==> config.mk <==
export PLATFORM = sky130hd
export DESIGN_NAME = bpw_ctrl
export DESIGN_NICKNAME = d
export VERILOG_FILES = /design/src/rtl/bpw_pkg.sv /design/src/rtl/bpw_press_timer.sv /design/src/rtl/bpw_ctrl.sv
export SDC_FILE = /design/constraint.sdc
export NUM_CORES = 1
export LEC_CHECK = 0
export BUFFER_PORTS_ARGS = -buffer_cell sky130_fd_sc_hd__buf_2
export CORE_UTILIZATION = 55
export DETAILED_ROUTE_END_ITERATION = 8
export HOLD_SLACK_MARGIN = 0.02
export MAX_ROUTING_LAYER = met4
export PLACE_DENSITY = 0.76
export SYNTH_ARGS = -nofsm -noshare
export SYNTH_HDL_FRONTEND = slang
export SYNTH_SLANG_ARGS = --single-unit
==> constraint.sdc <==
create_clock -name MCLK -period 11 [get_ports MCLK]
set_clock_uncertainty 0.15 [all_clocks]
set_input_delay 0.55 -clock MCLK [delete_from_list [all_inputs] [get_ports MCLK]]
set_output_delay 0.55 -clock MCLK [all_outputs]
set_load 0.05 [all_outputs]
==> src/rtl/bpw_pkg.sv <==
/*
  Package for the board power-state and wake controller: states, timing
  counts, wake-source bundle and setting bundle.
  Assumes a single 200 MHz clock domain.
*/
package bpw_pkg;

  localparam int unsigned CLK_HZ = 200_000_000;
  localparam int unsigned LONG_PRESS_S = 7;
  localparam longint unsigned LONG_PRESS_CYC = longint'(LONG_PRESS_S) * CLK_HZ;
  localparam int unsigned PRESS_CNT_W = 34;
  localparam int unsigned IDLE_CNT_W = 40;
  localparam logic PM_EN_RST = 1'b1;

  typedef enum logic [4:0] {
    BPW_S0 = 5'h01,
    BPW_STBY = 5'h02,
    BPW_S1 = 5'h04,
    BPW_S3 = 5'h08,
    BPW_S5 = 5'h10
  } bpw_state_t;

  typedef struct packed {
    logic rtc_alarm;
    logic net_wake;
    logic pme_slot2;
    logic pme_other;
    logic ring_port_a;
    logic ring_riser;
    logic usb;
    logic kbd;
    logic mouse;
  } bpw_wake_t;

  typedef struct packed {
    logic pm_enable;
    logic net_s5_power_on;
    logic pme_s5_power_on;
    logic sleep_to_s3;
  } bpw_cfg_t;

endpackage

==> src/rtl/bpw_press_timer.sv <==
/*
  Power-switch press timer: measures the length of each press.
  Assumes the switch input is already synchronised to MCLK.
*/
`timescale 1ns/1ps
module bpw_press_timer
  import bpw_pkg::*;
#(
  parameter longint unsigned LONG_CYC = LONG_PRESS_CYC
) (
  input wire logic clk,
  input wire logic rst,
  input wire logic sw,
  output logic short_press,
  output logic long_press
);

  logic sw_q, sw_d;
  logic [PRESS_CNT_W-1:0] cnt_q, cnt_d;
  logic long_done_q, long_done_d;
  logic short_q, short_d;
  logic long_q, long_d;

  always_comb begin
    sw_d = sw;
    cnt_d = cnt_q;
    long_done_d = long_done_q;
    short_d = 1'b0;
    long_d = 1'b0;
    if (sw && !sw_q) begin
      cnt_d = PRESS_CNT_W'(1);
      long_done_d = 1'b0;
    end else if (sw) begin
      if (!long_done_q && cnt_q >= PRESS_CNT_W'(LONG_CYC - 1)) begin
        // Exactly seven seconds already counts as long
        long_d = 1'b1;
        long_done_d = 1'b1;
      end else if (!long_done_q) begin
        cnt_d = cnt_q + PRESS_CNT_W'(1);
      end
    end else if (sw_q && !long_done_q) begin
      short_d = 1'b1;
    end
  end

  always_ff @(posedge clk) begin
    if (rst) begin
      sw_q <= 1'b0;
      cnt_q <= '0;
      long_done_q <= 1'b0;
      short_q <= 1'b0;
      long_q <= 1'b0;
    end else begin
      sw_q <= sw_d;
      cnt_q <= cnt_d;
      long_done_q <= long_done_d;
      short_q <= short_d;
      long_q <= long_d;
    end
  end

  assign short_press = short_q;
  assign long_press = long_q;

endmodule

==> src/rtl/bpw_ctrl.sv <==
/*
  Board power-state and wake controller: working, standby, S1, S3, S5.
  Decodes switch presses, qualifies wake sources per state, and handles
  standby entry and exit. Settings arrive as plain ports from firmware;
  switch and wake inputs are asynchronous pins.
*/
`timescale 1ns/1ps
module bpw_ctrl
  import bpw_pkg::*;
#(
  parameter longint unsigned LONG_CYC = LONG_PRESS_CYC
) (
  input wire logic MCLK,
  input wire logic RESET,
  input wire logic PWR_SW,
  input wire bpw_wake_t WAKE,
  input wire logic IRQ_IN,
  input wire bpw_cfg_t CFG,
  input wire logic CFG_PM_WRITE,
  input wire logic ACPI_OS,
  input wire logic [IDLE_CNT_W-1:0] IDLE_TIMEOUT,
  input wire logic OS_STANDBY_REQ,
  input wire logic OS_SLEEP_REQ,
  input wire logic OS_OFF_REQ,
  output bpw_state_t STATE,
  output logic MAIN_PWR_ON,
  output logic MONITOR_ON,
  output logic CPU_RUN,
  output logic CONTEXT_VALID,
  output logic COLD_BOOT,
  output logic WAKE_LOGIC_ONLY,
  output logic IRQ_SERVICE,
  output logic PM_ENABLED,
  output logic ACPI_MODE,
  output logic WAKE_EVENT
);

  // Pins cross into MCLK through two flops before any use
  localparam int unsigned NSYNC = 11;
  logic [NSYNC-1:0] sync1_q, sync2_q, sync_in;
  assign sync_in = {PWR_SW, WAKE, IRQ_IN};

  always_ff @(posedge MCLK) begin
    if (RESET) begin
      sync1_q <= '0;
      sync2_q <= '0;
    end else begin
      sync1_q <= sync_in;
      sync2_q <= sync1_q;
    end
  end

  logic sw_s, irq_s;
  bpw_wake_t wk;
  assign sw_s = sync2_q[NSYNC-1];
  assign wk = bpw_wake_t'(sync2_q[NSYNC-2:1]);
  assign irq_s = sync2_q[0];

  logic short_press, long_press;

  bpw_press_timer #(
    .LONG_CYC(LONG_CYC)
  ) u_timer (
    .clk(MCLK),
    .rst(RESET),
    .sw(sw_s),
    .short_press(short_press),
    .long_press(long_press)
  );

  // Power management enable, set by default and written by firmware
  logic pm_en_q, pm_en_d;
  logic acpi_q, acpi_d;

  always_comb begin
    pm_en_d = pm_en_q;
    if (CFG_PM_WRITE) begin
      pm_en_d = CFG.pm_enable;
    end
    acpi_d = ACPI_OS;
  end

  always_ff @(posedge MCLK) begin
    if (RESET) begin
      pm_en_q <= PM_EN_RST;
      acpi_q <= 1'b0;
    end else begin
      pm_en_q <= pm_en_d;
      acpi_q <= acpi_d;
    end
  end

  // Wake qualification per sleep depth
  logic wake_light, wake_s5, input_act;
  always_comb begin
    // Riser modem ring is deliberately left out of every term
    wake_light = wk.rtc_alarm | wk.net_wake | wk.pme_slot2 | wk.pme_other
               | wk.ring_port_a | wk.usb | wk.kbd;
    // Only slot 2 PME counts in S5, and only when set to power-on
    wake_s5 = wk.rtc_alarm
            | (wk.net_wake & CFG.net_s5_power_on)
            | (wk.pme_slot2 & CFG.pme_s5_power_on);
    input_act = wk.kbd | wk.mouse;
  end

  // Inactivity counter for standby entry
  logic [IDLE_CNT_W-1:0] idle_q, idle_d;
  logic idle_exp;

  bpw_state_t st_q, st_d;
  logic wake_ev_q, wake_ev_d;

  always_comb begin
    idle_d = idle_q;
    idle_exp = 1'b0;
    if (st_q != BPW_S0 || input_act || IDLE_TIMEOUT == '0) begin
      idle_d = '0;
    end else if (idle_q >= IDLE_TIMEOUT - IDLE_CNT_W'(1)) begin
      idle_exp = 1'b1;
      idle_d = '0;
    end else begin
      idle_d = idle_q + IDLE_CNT_W'(1);
    end
  end

  always_comb begin
    st_d = st_q;
    wake_ev_d = 1'b0;
    unique case (st_q)
      BPW_S0: begin
        if (long_press || OS_OFF_REQ) begin
          st_d = BPW_S5;
        end else if (short_press || OS_SLEEP_REQ) begin
          st_d = CFG.sleep_to_s3 ? BPW_S3 : BPW_S1;
        end else if (pm_en_q && !acpi_q && (OS_STANDBY_REQ || idle_exp)) begin
          st_d = BPW_STBY;
        end
      end
      BPW_STBY: begin
        if (long_press) begin
          st_d = BPW_S5;
        end else if (input_act || short_press || !pm_en_q) begin
          st_d = BPW_S0;
          wake_ev_d = input_act;
        end
      end
      BPW_S1, BPW_S3: begin
        if (long_press) begin
          st_d = BPW_S5;
        end else if (short_press || wake_light) begin
          st_d = BPW_S0;
          wake_ev_d = 1'b1;
        end
      end
      BPW_S5: begin
        if (short_press || wake_s5) begin
          st_d = BPW_S0;
          wake_ev_d = 1'b1;
        end
      end
    endcase
  end

  // Output images come from the next state, so they change on the same edge as STATE
  logic main_q, main_d, mon_q, mon_d, cpu_q, cpu_d, ctx_q, ctx_d;
  logic cold_q, cold_d, wlo_q, wlo_d, irqs_q, irqs_d;

  always_comb begin
    main_d = (st_d == BPW_S0) || (st_d == BPW_STBY) || (st_d == BPW_S1);
    mon_d = (st_d == BPW_S0);
    cpu_d = (st_d == BPW_S0) || (st_d == BPW_STBY);
    ctx_d = (st_d != BPW_S5);
    // Cold boot flag stays up through the first working cycle after S5
    cold_d = (st_d == BPW_S5) || (cold_q && st_d == BPW_S0 && st_q != BPW_S0);
    wlo_d = (st_d == BPW_S5) || (st_d == BPW_S3);
    // Standby keeps the interrupt path alive; the sleep states and S5 drop it
    irqs_d = irq_s && ((st_d == BPW_S0) || (st_d == BPW_STBY));
  end

  always_ff @(posedge MCLK) begin
    if (RESET) begin
      st_q <= BPW_S5;
      idle_q <= '0;
      wake_ev_q <= 1'b0;
      main_q <= 1'b0;
      mon_q <= 1'b0;
      cpu_q <= 1'b0;
      ctx_q <= 1'b0;
      cold_q <= 1'b1;
      wlo_q <= 1'b1;
      irqs_q <= 1'b0;
    end else begin
      st_q <= st_d;
      idle_q <= idle_d;
      wake_ev_q <= wake_ev_d;
      main_q <= main_d;
      mon_q <= mon_d;
      cpu_q <= cpu_d;
      ctx_q <= ctx_d;
      cold_q <= cold_d;
      wlo_q <= wlo_d;
      irqs_q <= irqs_d;
    end
  end

  assign STATE = st_q;
  assign MAIN_PWR_ON = main_q;
  assign MONITOR_ON = mon_q;
  assign CPU_RUN = cpu_q;
  assign CONTEXT_VALID = ctx_q;
  assign COLD_BOOT = cold_q;
  assign WAKE_LOGIC_ONLY = wlo_q;
  assign IRQ_SERVICE = irqs_q;
  assign PM_ENABLED = pm_en_q;
  assign ACPI_MODE = acpi_q;
  assign WAKE_EVENT = wake_ev_q;

endmodule

Word-level counts from Yosys, hierarchy flattened
Cells that the tools add are included.
- $lt $le $gt $ge: 2
- multiplexer cells: 24
- $add $sub $neg: 3
- equality and inequality tests: 14
- reduce and logical (&&, ||, !) cells: 35
- bitwise logic cells: 14
- operators with widths (cell ; count):
    $add 40x1->40 const B ; 1
    $ge 40x40->1 ; 1
    $logic_not 40->1 ; 1
    $mux 5 ; 8
    $sub 40x1->40 const B ; 1
    $add 34x1->34 const B ; 1
    $ge 34x31->1 const B ; 1
    $pmux 5 s4 ; 1
    $logic_or 1x1->1 ; 13
    $mux 1 ; 13
    $eq 5x1->1 const B ; 2
    $eq 5x2->1 const B ; 2
    $eq 5x3->1 const B ; 2
    $eq 5x4->1 const B ; 2
    $eq 5x5->1 const B ; 2
    $or 1x1->1 ; 9
    $reduce_or 3->1 ; 3
    $logic_and 1x1->1 ; 8
    $reduce_and 3->1 ; 2
    $ne 5x1->1 const B ; 1
    $ne 5x5->1 const B ; 1
    $logic_not 1->1 ; 4
    $mux 4 ; 1
    $reduce_or 2->1 ; 2
    other kinds (7) ; 10
- output and inout port bits: 15
- bits in registers: 115
- bits of input ports: 62

Longest topological paths before layout
Gate-level depths: netlist (run 1).
- word-level depth: 14
- mapped depth: 20

Hierarchy
A second synthesis (run 1) with hierarchy kept.
- cells, all modules: 779
- area total of the unflattened synthesis: 6541.3 um^2
- modules (own cells, without submodules) (module ; area an instance (um^2) ; times used ; cells each ; sequential area each (um^2)):
    bpw_ctrl ; 4649.5 ; 1 ; 555 ; 1501.4
    bpw_press_timer ; 1891.8 ; 1 ; 224 ; 760.7

Worst setup path after synthesis (run 1)
OpenSTA, ideal clock, no wires.
- path type: input-to-reg
- start: input IDLE_TIMEOUT[19]
- end: register idle_q[34]
- path buffers: 2
- data required time: 10.779 ns
- path slack: 6.136 ns
- stages on the path: 18
- data arrival time: 4.643 ns
- library setup time: 0.071 ns
- cell sequence: or3_4 -> or3_4 -> nand2b_4 -> or4_4 -> or4_4 -> nor3_4 -> nand2_2 -> xor2_1 -> ha_1 -> nand4_1 -> nor4_1 -> a221oi_1 -> o21ai_0 -> nand3b_1 -> or4_1 -> clkbuf_1 -> clkbuf_1 -> a21oi_1
- longest elaborated chain between the ends: 3
- elaborated cells between the ends (all ways): 5
- classes of those cells: 1 x add/sub; 1 x order compare; 3 x reduce/logical
- RTL lines (element ; line ; text):
    start: declaration ; bpw_ctrl.sv:21 ; input wire logic [IDLE_CNT_W-1:0] IDLE_TIMEOUT,
    $sub 40x1->40 or $logic_not 40->1 (tied branches) ; bpw_ctrl.sv:118, bpw_ctrl.sv:116 ;
    $ge 40x40->1 or $logic_or 1x1->1 (tied branches) ; bpw_ctrl.sv:118, bpw_ctrl.sv:116 ;
    $reduce_or 3->1 (no source line) * ; n/a ;
    end signal: assignment ; bpw_ctrl.sv:194 ; idle_q <= idle_d;
    end: declaration ; bpw_ctrl.sv:107 ; logic [IDLE_CNT_W-1:0] idle_q, idle_d;
Every way passes the cells marked *; elsewhere a longest branch is shown, timed or not.
A chain may end at the register's enable or synchronous reset.

Worst setup path in the final report (run 1)
- start: input IDLE_TIMEOUT[9]
- end: register idle_q[37]
Same word-level chain as after synthesis.

==> results of run 1 <==
## per-layer routing
| layer | track usage | vias up | wire length, µm |
|---|---|---|---|
| met3 | 0.0510 | 26 | 632 |
| met5 | - | - | 0 |
| met1 | 0.283 | 2573 | 6170 |
| met2 | 0.441 | 130 | 6790 |
| li1 | - | 2804 | - |
| met4 | 0.107 | 0 | 312 |
## cell usage after synthesis (9+ instances only)
master	number
nand3_1	28
and3_1	18
xnor2_1	50
nor3_1	27
or3_1	9
ha_1	44
nor2_1	110
a21oi_1	29
nor2b_1	24
dfxtp_1	113
clkbuf_1	12
nand4_1	30
xor2_1	52
o21ai_0	20
nor4_1	10
inv_1	17
nand2_1	54
## sequential cells by signal, summed over array words and instances (netlist names), 5 cells and up
register / flops
STATE: 5
idle_q: 40
sync1_q: 10
sync2_q: 10
u_timer.cnt_q: 34
## power breakdown
group / internal, mW / switching (mW)
logic: 0.0327 / 0.0569
clock network: 0.381 / 0.195
registers: 0.418 / 0.00445
total: 0.832 / 0.257
## layout make-up
| cell class | count | area [µm²] | area share |
|---|---|---|---|
| clock buffer | 21 | 480 | 0.0641 |
| clock inverter | 11 | 150 | 0.0200 |
| inverter | 17 | 63.8 | 0.00851 |
| multi-input combinational | 603 | 3980 | 0.530 |
| sequential | 113 | 2260 | 0.302 |
| tap | 140 | 175 | 0.0234 |
| timing repair buffer | 77 | 390 | 0.0521 |
## worst max-delay path: cells and delay by family
kind	cells	cell delay (ns)
AO/OA/AOI/OAI	4	0.79
XOR/XNOR	1	0.19
adder cells (fa/ha/maj)	1	0.31
buffers and inverters	2	0.40
AND/OR/NAND/NOR	10	3.24
## metrics by stage
stage | area, µm² | std cells
6_report | 7500 | 982
5_1_grt | 7500 | 982
4_1_cts | 7500 | 982
3_5_place_dp | 6870 | 950
3_3_place_gp | 6870 | 950
2_1_floorplan | 6350 | 747
## logic make-up after synthesis
kind of cell,after synthesis,share of synthesized area
adder cells (fa/ha/maj),44,0.0867
XOR/XNOR,102,0.141
AND/OR/NAND/NOR,373,0.317
multiplexers,2,0.00315
buffers and inverters,31,0.0183
flip-flops,113,0.356
AO/OA/AOI/OAI,82,0.0782
## how the worst max path moves through the flow
stage,from,end,slack (ns),depth (start not counted)
after CTS,IDLE_TIMEOUT[9],idle_q[37],5.80,18
final,IDLE_TIMEOUT[9],idle_q[37],5.70,18
after floorplan,IDLE_TIMEOUT[19],idle_q[34],6.14,18
after global placement,IDLE_TIMEOUT[9],idle_q[38],5.53,18
after detailed placement,IDLE_TIMEOUT[9],idle_q[37],5.39,18
after global routing,IDLE_TIMEOUT[9],idle_q[37],5.22,18
==> results.toml, run 1 <==
[run_status]
status = "completed"

[worst_setup_path]
arrival_ns = 5.49
r2r-end = "idle_q[38]"
crit_required_ns = 11.20
reg2reg_from = "idle_q[0]"
crit_type = "in2reg"
ff2ff_path_depth = 9
crit_fanout = 40
cp-start-kind = "input port"
crit_path_cell_trace = "buf_2, nor4_2, nand3_1, nor4b_1, nand2b_1, nor2_1, nor4b_1, nand4b_1, xor2_1, ha_1, a21oi_1, nand2_1, a221oi_1, o21ai_0, nand3b_1, or4_1, buf_4, a21oi_1"
r2r_setup_slack_ns = 7.84
cp_slowest_cell = "nor4b_1"
worst_setup_path_end_kind = "register"
slowest_delay_ns = 0.56

[logic_synthesis]
synth.yosys.warnings = 0
syn_nets = 853
ys_ff_latch = 113
synth-edff-count = 0
ys.flop_type = "dfxtp_1"
synthTopCellsByArea = "dfxtp_1 36%, ha_1 8.7%, xor2_1 7.2%, xnor2_1 6.9%, nor2_1 6.5%"
synth_top_area_share = 0.356
netlist-cell-type-count = 55
syn_avg_cell_area_um2 = 8.50
synth_top_area_cell = "dfxtp_1"
synthArstFlopShare = 0
synth_seq_area_share = 0.356
syn-cell-area_um2 = 6350
syn_inst = 747

[grt]
grt_pass1_vias = 5261
gr-usage-all-layers = 0.254
grt_start_max_net_pins = 41
grt_pass1_wl_mm = 22.9
antenna_found_initial = 0
grt_overflow = 0

[timing]
hold_viol = 0
tightest_slew_ns = 0.992
rsz0062_at_grt = "no"
timing.slew.headroom = 0.337
period_needed_ns = 5.30
maxSlewViolCount = 0
fin_setup_tns_ns = 0
fin_crit_sh = 0.481
setup_ws_ns = 5.70
setup_violations = 0
fmax_ghz = 0.189
hold_slack_ns = 0.187

[clock_tree]
clk_pin_slew_ns = 0.06
numCtsBuffers = 17
clock_latency_ns = 0.42
ctsHoldBuffers = 0
h-tree-depth = 4
cts_buffer_depth = 2
post_cts_buffers = 0
cts_resized = 0
clkSinkCount = 113
cts_tree = "done"
cts_root_buffer = "clkbuf_16"

[die]
die_h_um = 109
core_um2 = 11000
rows = 38
io_pins = 77
die_w_um = 109
dieArea_um2 = 12000
initial_utilization = 0.576

[final_layout]
drive_gt1_frac = 0.154
most-common-layout-cells = "113 x dfxtp_1, 110 x nor2_1, 75 x buf_2"
final_util = 0.680
layout_commonest_cell = "dfxtp_1"
num_antenna_cells = 0
fillers = 870
finalNetCount = 935
syn_to_final_growth_pct = 18.1

[place]
dpl.hpwl_mm = 10.3
gp_congestion = 0.929
pre_cts_ws_ns = 5.39
port_buffers = 75

[power_and_ir_drop]
p_per_area_nw_per_um2 = 145
total_power_mw = 1.09
power.leakage_nw = 2.92
peakVddDrop_mv = 0.156

[drt]
num_vias = 5533
drtIter0Drc = 310
drc = 0
vias_per_cell = 5.63
totalWireLength_mm = 13.9
routedWlPerCell_um = 14.2
ant_nets = 0
firstDrtPassIters = 4

[min_path]
hold_end = "sync1_q[0]"
worstHoldPathCells = 2
min_from = "IRQ_IN"
hold_class = "in2reg"

[flow_run]
drv_cap = 0
Note: power is estimated with default switching activity, not from simulation.
==> inputs of run 2 (changes only) <==
--- a/config.mk
+++ b/config.mk
@@ -5,12 +5,13 @@
 export SDC_FILE = /design/constraint.sdc
 export NUM_CORES = 1
 export LEC_CHECK = 0
+export ABC_AREA = 1
 export BUFFER_PORTS_ARGS = -buffer_cell sky130_fd_sc_hd__buf_2
 export CORE_UTILIZATION = 55
 export DETAILED_ROUTE_END_ITERATION = 8
 export HOLD_SLACK_MARGIN = 0.02
 export MAX_ROUTING_LAYER = met4
-export PLACE_DENSITY = 0.76
+export PLACE_DENSITY = 0.75
 export SYNTH_ARGS = -nofsm -noshare
 export SYNTH_HDL_FRONTEND = slang
 export SYNTH_SLANG_ARGS = --single-unit
==> constraint.sdc (replaced) <==
create_clock -name MCLK -period 5.2 [get_ports MCLK]
set_clock_uncertainty 0.15 [all_clocks]
set_input_delay 0.26 -clock MCLK [delete_from_list [all_inputs] [get_ports MCLK]]
set_output_delay 0.26 -clock MCLK [all_outputs]
set_load 0.05 [all_outputs]
==> run 2 against run 1 <==
Effect of this change:
- die area is 13% higher
- synthesized cell count is 44% higher
- sequential share of layout area is 3.6 points lower
- critical endpoint is now WAKE_LOGIC_ONLY
- first-iteration DRC count is 12% higher
- combinational power grew to 3.0 times the previous value
- global-route usage is 2.3 points higher
- sequential power is 110% higher
- critical path type unchanged
- sequential cell count stayed put
- register-to-register slack worse by 5.3 ns
- power is 120% higher
- count of clock-buffer cells in the layout is 3 lower
- critical path depth is 11 higher
==> results.toml, run 2 <==
[place]
pre_cts_ws_ns = 0.917
dpl.hpwl_mm = 12.8
port_buffers = 75
gp_congestion = 0.920

[drt]
totalWireLength_mm = 17.2
firstDrtPassIters = 5
top_layer_used = "met4"
routedWlPerCell_um = 12.6
ant_nets = 0
wl_met1_mm = 7.63
route.met3.wl_um = 673
drtIter0Drc = 346
drc = 0
vias_per_cell = 5.13
wl_met2_mm = 8.39
num_vias = 6970

[worst_setup_path]
reg2reg_from = "idle_q[0]"
worst_setup_path_end_kind = "register"
arrival_ns = 4.10
crit_fanout = 5
slowest_delay_ns = 0.30
r2r_setup_slack_ns = 2.55
crit_required_ns = 5.41
ff2ff_path_depth = 14
critPathMostFrequentCell = "nand2_1"
cp_top_family = "simple AND/OR/NAND/NOR gates"
cp_slowest_cell = "ha_1"
path_buf_inv = 3
crit_type = "in2reg"
cp-start-kind = "input port"
r2r-end = "idle_q[38]"

[final_layout]
syn_to_final_growth_pct = 18.0
largest_reg_flops = 40
finalNetCount = 1279
drive_gt1_frac = 0.126
most-common-layout-cells = "223 x nand2_1, 172 x inv_1, 157 x nor2_1"
final_util = 0.670
top_regs = "idle_q x40, u_timer.cnt_q x34"
largest_register = "idle_q"
fillers = 1204
layout_commonest_cell = "nand2_1"

[die]
io_pins = 77
initial_utilization = 0.567
die_h_um = 117
core_um2 = 12700
die_w_um = 117
rows = 41
dieArea_um2 = 13600

[logic_synthesis]
syn_inst = 1076
syn_nets = 1182
synth_seq_area_share = 0.313
post-synth-top-count-cell = "nand2_1"
synth-edff-count = 0
synthArstFlopShare = 0
synth.yosys.warnings = 0
synth_top_area_share = 0.313
synthTopCellsByCount = "223 x nand2_1, 172 x inv_1, 157 x nor2_1"
ys_ff_latch = 113
synth_top_area_cell = "dfxtp_1"
syn-cell-area_um2 = 7220
synthTopCellsByArea = "dfxtp_1 31%, nand2_1 12%, inv_1 8.9%, nor2_1 8.2%, ha_1 7.6%"
ys.flop_type = "dfxtp_1"
netlist-cell-type-count = 45
syn_avg_cell_area_um2 = 6.71

[min_path]
min_from = "CFG[0]"
worstHoldPathCells = 6
hold_class = "in2reg"
hold_end = "STATE[2]"

[power_and_ir_drop]
power.leakage_nw = 3.66
total_power_mw = 2.37
peakVddDrop_mv = 0.266
p_per_area_nw_per_um2 = 279

[timing]
rsz0062_at_grt = "no"
setup_violations = 0
period_needed_ns = 3.89
hold_viol = 0
maxSlewViolCount = 0
fmax_ghz = 0.257
fin_crit_sh = 0.748
setup_ws_ns = 1.31
timing.slew.headroom = 0.463
fin_setup_tns_ns = 0
tightest_slew_ns = 0.800

[clock_tree]
clk_pin_slew_ns = 0.06
h-tree-depth = 4
post_cts_buffers = 0
clock_latency_ns = 0.42
clkSinkCount = 113
cts_tree = "done"
cts_root_buffer = "clkbuf_16"
cts_buffer_depth = 2
numCtsBuffers = 17

[grt]
grt_pass1_wl_mm = 28.4
grt_pass1_vias = 6548
grt_start_max_net_pins = 34
grt_overflow = 0
antenna_found_initial = 1
gr-usage-all-layers = 0.277

[run_status]
status = "completed"

[flow_run]
drv_cap = 0
## run 2: changes by cell type after synthesis, sizes merged, moves of 17 or more
cell   delta
a21oi    +45
inv     +155
nand2   +175
nand3    +17
nor2     +59
nor2b    -24
nor3     +23
xnor2    -34
## run 2: worst max path at each step
stage | start | end | slack (ns) | cells after the start
CTS | IDLE_TIMEOUT[0] | WAKE_LOGIC_ONLY | 1.31 | 29
detailed placement | IDLE_TIMEOUT[0] | WAKE_LOGIC_ONLY | 0.92 | 29
global placement | IDLE_TIMEOUT[0] | WAKE_LOGIC_ONLY | 1.01 | 29
floorplan | IDLE_TIMEOUT[0] | WAKE_LOGIC_ONLY | 1.62 | 28
finish | IDLE_TIMEOUT[0] | WAKE_LOGIC_ONLY | 1.31 | 29
global route | IDLE_TIMEOUT[0] | COLD_BOOT | 0.80 | 29
## run 2: cell type report
| cell class | count | area, µm² | share of cell area |
|---|---|---|---|
| diodes | 1 | 2.50 | 0.000294 |
| multi-input cells | 777 | 4250 | 0.499 |
| repair buffers | 91 | 528 | 0.0620 |
| inverters | 173 | 649 | 0.0762 |
| flip-flops and latches | 113 | 2260 | 0.266 |
| clock inverters | 14 | 170 | 0.0200 |
| well taps | 172 | 215 | 0.0253 |
| clock buffers | 18 | 439 | 0.0515 |
## run 2: cells by family (layout without fill, tap and decap cells)
| kind of cell | Yosys count | in the layout | share of synthesized area |
|---|---|---|---|
| compound gates | 125 | 125 | 0.0933 |
| xor+xnor | 59 | 59 | 0.0716 |
| fa+ha+maj | 44 | 44 | 0.0763 |
| buf+inv | 186 | 296 | 0.0973 |
| flops | 113 | 113 | 0.313 |
| other cells | 0 | 1 | 0 |
| simple gates | 549 | 549 | 0.348 |
## run 2: report_power, final
group / total (mW) / internal (mW) / switching [mW]
Clock: 1.20 / 0.735 / 0.466
Combinational: 0.273 / 0.0886 / 0.184
Sequential: 0.901 / 0.889 / 0.0120
Total: 2.37 / 1.71 / 0.662
## run 2: repair_timing
action / in CTS / in global routing
gates resized for setup: 0 / 0
hold buffers: 13 / 0
endpoints found under the hold margin: 12 / 0
## run 2: per-stage QoR
step,instances,area (µm²),hold WS [ns]
6_report,1359,8520,0.0793
5_1_grt,1359,8520,0.156
4_1_cts,1358,8520,0.0792
3_5_place_dp,1313,7780,0.244
3_3_place_gp,1313,7780,0.239
2_1_floorplan,1076,7220,0.210
## run 2: routing by layer
layer | vias up | track usage
li1 | 3645 | -
met1 | 3137 | 0.304
met2 | 143 | 0.486
met3 | 45 | 0.0509
met4 | 0 | 0.122
met5 | - | -
## run 2: tightest hold or removal path, delay by kind of cell
| kind | cells | cell delay [ns] |
|---|---|---|
| compound gates | 1 | 0.06 |
| simple gates | 3 | 0.16 |
| buf+inv | 2 | 0.13 |
==> inputs of run 3 (changes only) <==
--- a/config.mk
+++ b/config.mk
@@ -5,13 +5,13 @@
 export SDC_FILE = /design/constraint.sdc
 export NUM_CORES = 1
 export LEC_CHECK = 0
-export ABC_AREA = 1
+export ABC_AREA = 0
 export BUFFER_PORTS_ARGS = -buffer_cell sky130_fd_sc_hd__buf_2
 export CORE_UTILIZATION = 55
 export DETAILED_ROUTE_END_ITERATION = 8
 export HOLD_SLACK_MARGIN = 0.02
 export MAX_ROUTING_LAYER = met4
-export PLACE_DENSITY = 0.75
+export PLACE_DENSITY = 0.76
 export SYNTH_ARGS = -nofsm -noshare
 export SYNTH_HDL_FRONTEND = slang
 export SYNTH_SLANG_ARGS = --single-unit
==> constraint.sdc (replaced) <==
create_clock -name MCLK -period 3.95 [get_ports MCLK]
set_clock_uncertainty 0.15 [all_clocks]
set_input_delay 0.1975 -clock MCLK [delete_from_list [all_inputs] [get_ports MCLK]]
set_output_delay 0.1975 -clock MCLK [all_outputs]
set_load 0.05 [all_outputs]
==> run 3 against run 2 <==
Effect of this change:
- the run now ends with setup timing left
- count of clock-buffer cells in the layout grew 4
- via count shrank 10%
- wire length grew 6.5%
- non-clock buffer count grew 83
==> results.toml, run 3 (synthesis results as in run 1) <==
[power_and_ir_drop]
p_int_mw = 2.31
p_clk_frac = 0.504
p_seq_frac = 0.387
peakVddDrop_mv = 0.384
p_comb_frac = 0.109
switching_share = 0.241
p_per_area_nw_per_um2 = 349
power.leakage_nw = 3.46
p_sw_mw = 0.732

[clock_tree]
clock_latency_ns = 0.42
cts_buffer_depth = 2
cts_root_buffer = "clkbuf_16"
h-tree-depth = 4
numCtsBuffers = 17
clkSinkCount = 113
cts_tree = "done"
clk_pin_slew_ns = 0.05

[place]
place_inst = 1014
dpl.hpwl_mm = 11.1
gp_congestion = 0.985
port_buffers = 75
pre_cts_ws_ns = -0.836

[grt]
gr-usage-all-layers = 0.292
grt_pass1_vias = 6066
grt_overflow = 0
grt_pass1_wl_mm = 26.6
antenna_found_initial = 0
grt_start_max_net_pins = 32

[timing]
tightest_slew_ns = 1.01
period_needed_ns = 4.41
timing.slew.headroom = 0.327
hold_viol = 0
fmax_ghz = 0.227
setup_ws_ns = -0.461
rsz0062_at_grt = "yes"
fin_crit_sh = 1.12
maxSlewViolCount = 0
setup_violations = 49

[worst_setup_path]
crit_type = "in2reg"
arrival_ns = 4.57
worst_setup_path_end_kind = "register"
crit_fanout = 4
crit_required_ns = 4.10
cp-start-kind = "input port"

[final_layout]
layout_commonest_cell = "dfxtp_1"
num_antenna_cells = 0
largest_reg_flops = 40
top_regs = "idle_q x40, u_timer.cnt_q x34"
drive_gt1_frac = 0.279
largest_register = "idle_q"
syn_to_final_growth_pct = 37.5
most-common-layout-cells = "113 x dfxtp_1, 76 x nor2_1, 75 x buf_4"
final_util = 0.791
finalNetCount = 1032
instances_no_fill = 1079

[die]
die_h_um = 109
io_pins = 77
core_um2 = 11000
die_w_um = 109
rows = 38
dieArea_um2 = 12000
initial_utilization = 0.576

[drt]
num_vias = 6241
drtIter0Drc = 342
drc = 0
firstDrtPassIters = 5
vias_per_cell = 5.78
ant_nets = 0
routedWlPerCell_um = 16.9
totalWireLength_mm = 18.3

[run_status]
violations = "setup timing"
status = "finished with violations"

[flow_run]
drv_cap = 0

[min_path]
hold_class = "in2reg"
==> run 3: cell types whose count changed in the layout (fill, tap and decap cells not counted), moves of 22 or more <==
cell / before / now
a21oi_1: 74 / 25
buf_4: 3 / 75
inv_1: 172 / 17
nand2_1: 223 / 54
nor2_1: 157 / 76
nor2_4: 7 / 29
nor2b_1: 0 / 24
xnor2_1: 16 / 48
==> run 3: final cells by class <==
class                           count  area, µm²
Tap cell                          140        175
Timing Repair Buffer              174       1310
Clock inverter                     10        135
Multi-Input combinational cell    603       4330
Inverter                           17       63.8
Fill cell                         649       2300
Sequential cell                   113       2260
Clock buffer                       22        454
==> run 3: critical path: stages <==
cell,delay (ns)
buf_6,0.09
or3_4,0.40
or3_4,0.35
nand2b_4,0.15
or4_4,0.42
or4_4,0.46
nor3_4,0.24
buf_4,0.16
xnor2_2,0.05
ha_1,0.32
nand4_1,0.17
nor4_2,0.29
inv_1,0.09
nor3_2,0.23
o21ai_1,0.12
nand3b_1,0.13
buf_4,0.13
a21o_1,0.15
nor2_2,0.06
a311o_1,0.36
==> run 3: worst paths after layout <==
check,start,endpoint,slack [ns],cells past startpoint
worst max register to register,idle_q[0],idle_q[38],0.77,10
worst min-delay path,RESET,sync2_q[8],0.09,2
worst min register to register,sync1_q[8],sync2_q[8],0.28,1
worst max-delay path,IDLE_TIMEOUT[17],WAKE_LOGIC_ONLY,-0.46,20
==> run 3: metal layers <==
metal  track usage  vias up  share of wire
li1              -     3001              -
met1         0.314     2902           0.39
met2         0.515      257           0.50
met3        0.0587       81          0.058
met4         0.140        0          0.047
met5             -        -              0
==> run 3: what timing repair did <==
action	4_1_cts	5_1_grt
buffers inserted	6	8
pin swaps	14	35
hold buffers	13	0
resized for setup	22	75
endpoints found under the setup margin	49	49
hold endpoints to repair	12	0
gates cloned	1	6
==> run 3: metrics by stage <==
| step | hold WS, ns | setup TNS (ns) | total power, mW | area, µm² |
|---|---|---|---|---|
| 3_5_place_dp | 0.261 | -38.33 | 1.48 | 7360 |
| 4_1_cts | 0.0891 | -5.81 | 3.02 | 8240 |
| 5_1_grt | 0.132 | -23.78 | 3.14 | 8730 |
| 6_report | 0.0938 | -17.35 | 3.04 | 8730 |
| 2_1_floorplan | 0.126 | -23.04 | 1.36 | 6370 |
| 3_3_place_gp | 0.262 | -34.55 | 1.47 | 7360 |
==> run 3: power by group through the flow <==
| stage | clock, mW | sequential, mW | combinational [mW] |
|---|---|---|---|
| 6_report | 1.53 | 1.18 | 0.333 |
| 5_1_grt | 1.60 | 1.18 | 0.357 |
| 4_1_cts | 1.54 | 1.18 | 0.306 |
| 3_5_place_dp | 0 | 1.20 | 0.282 |
| 3_3_place_gp | 0 | 1.20 | 0.273 |
| 2_1_floorplan | 0 | 1.24 | 0.120 |
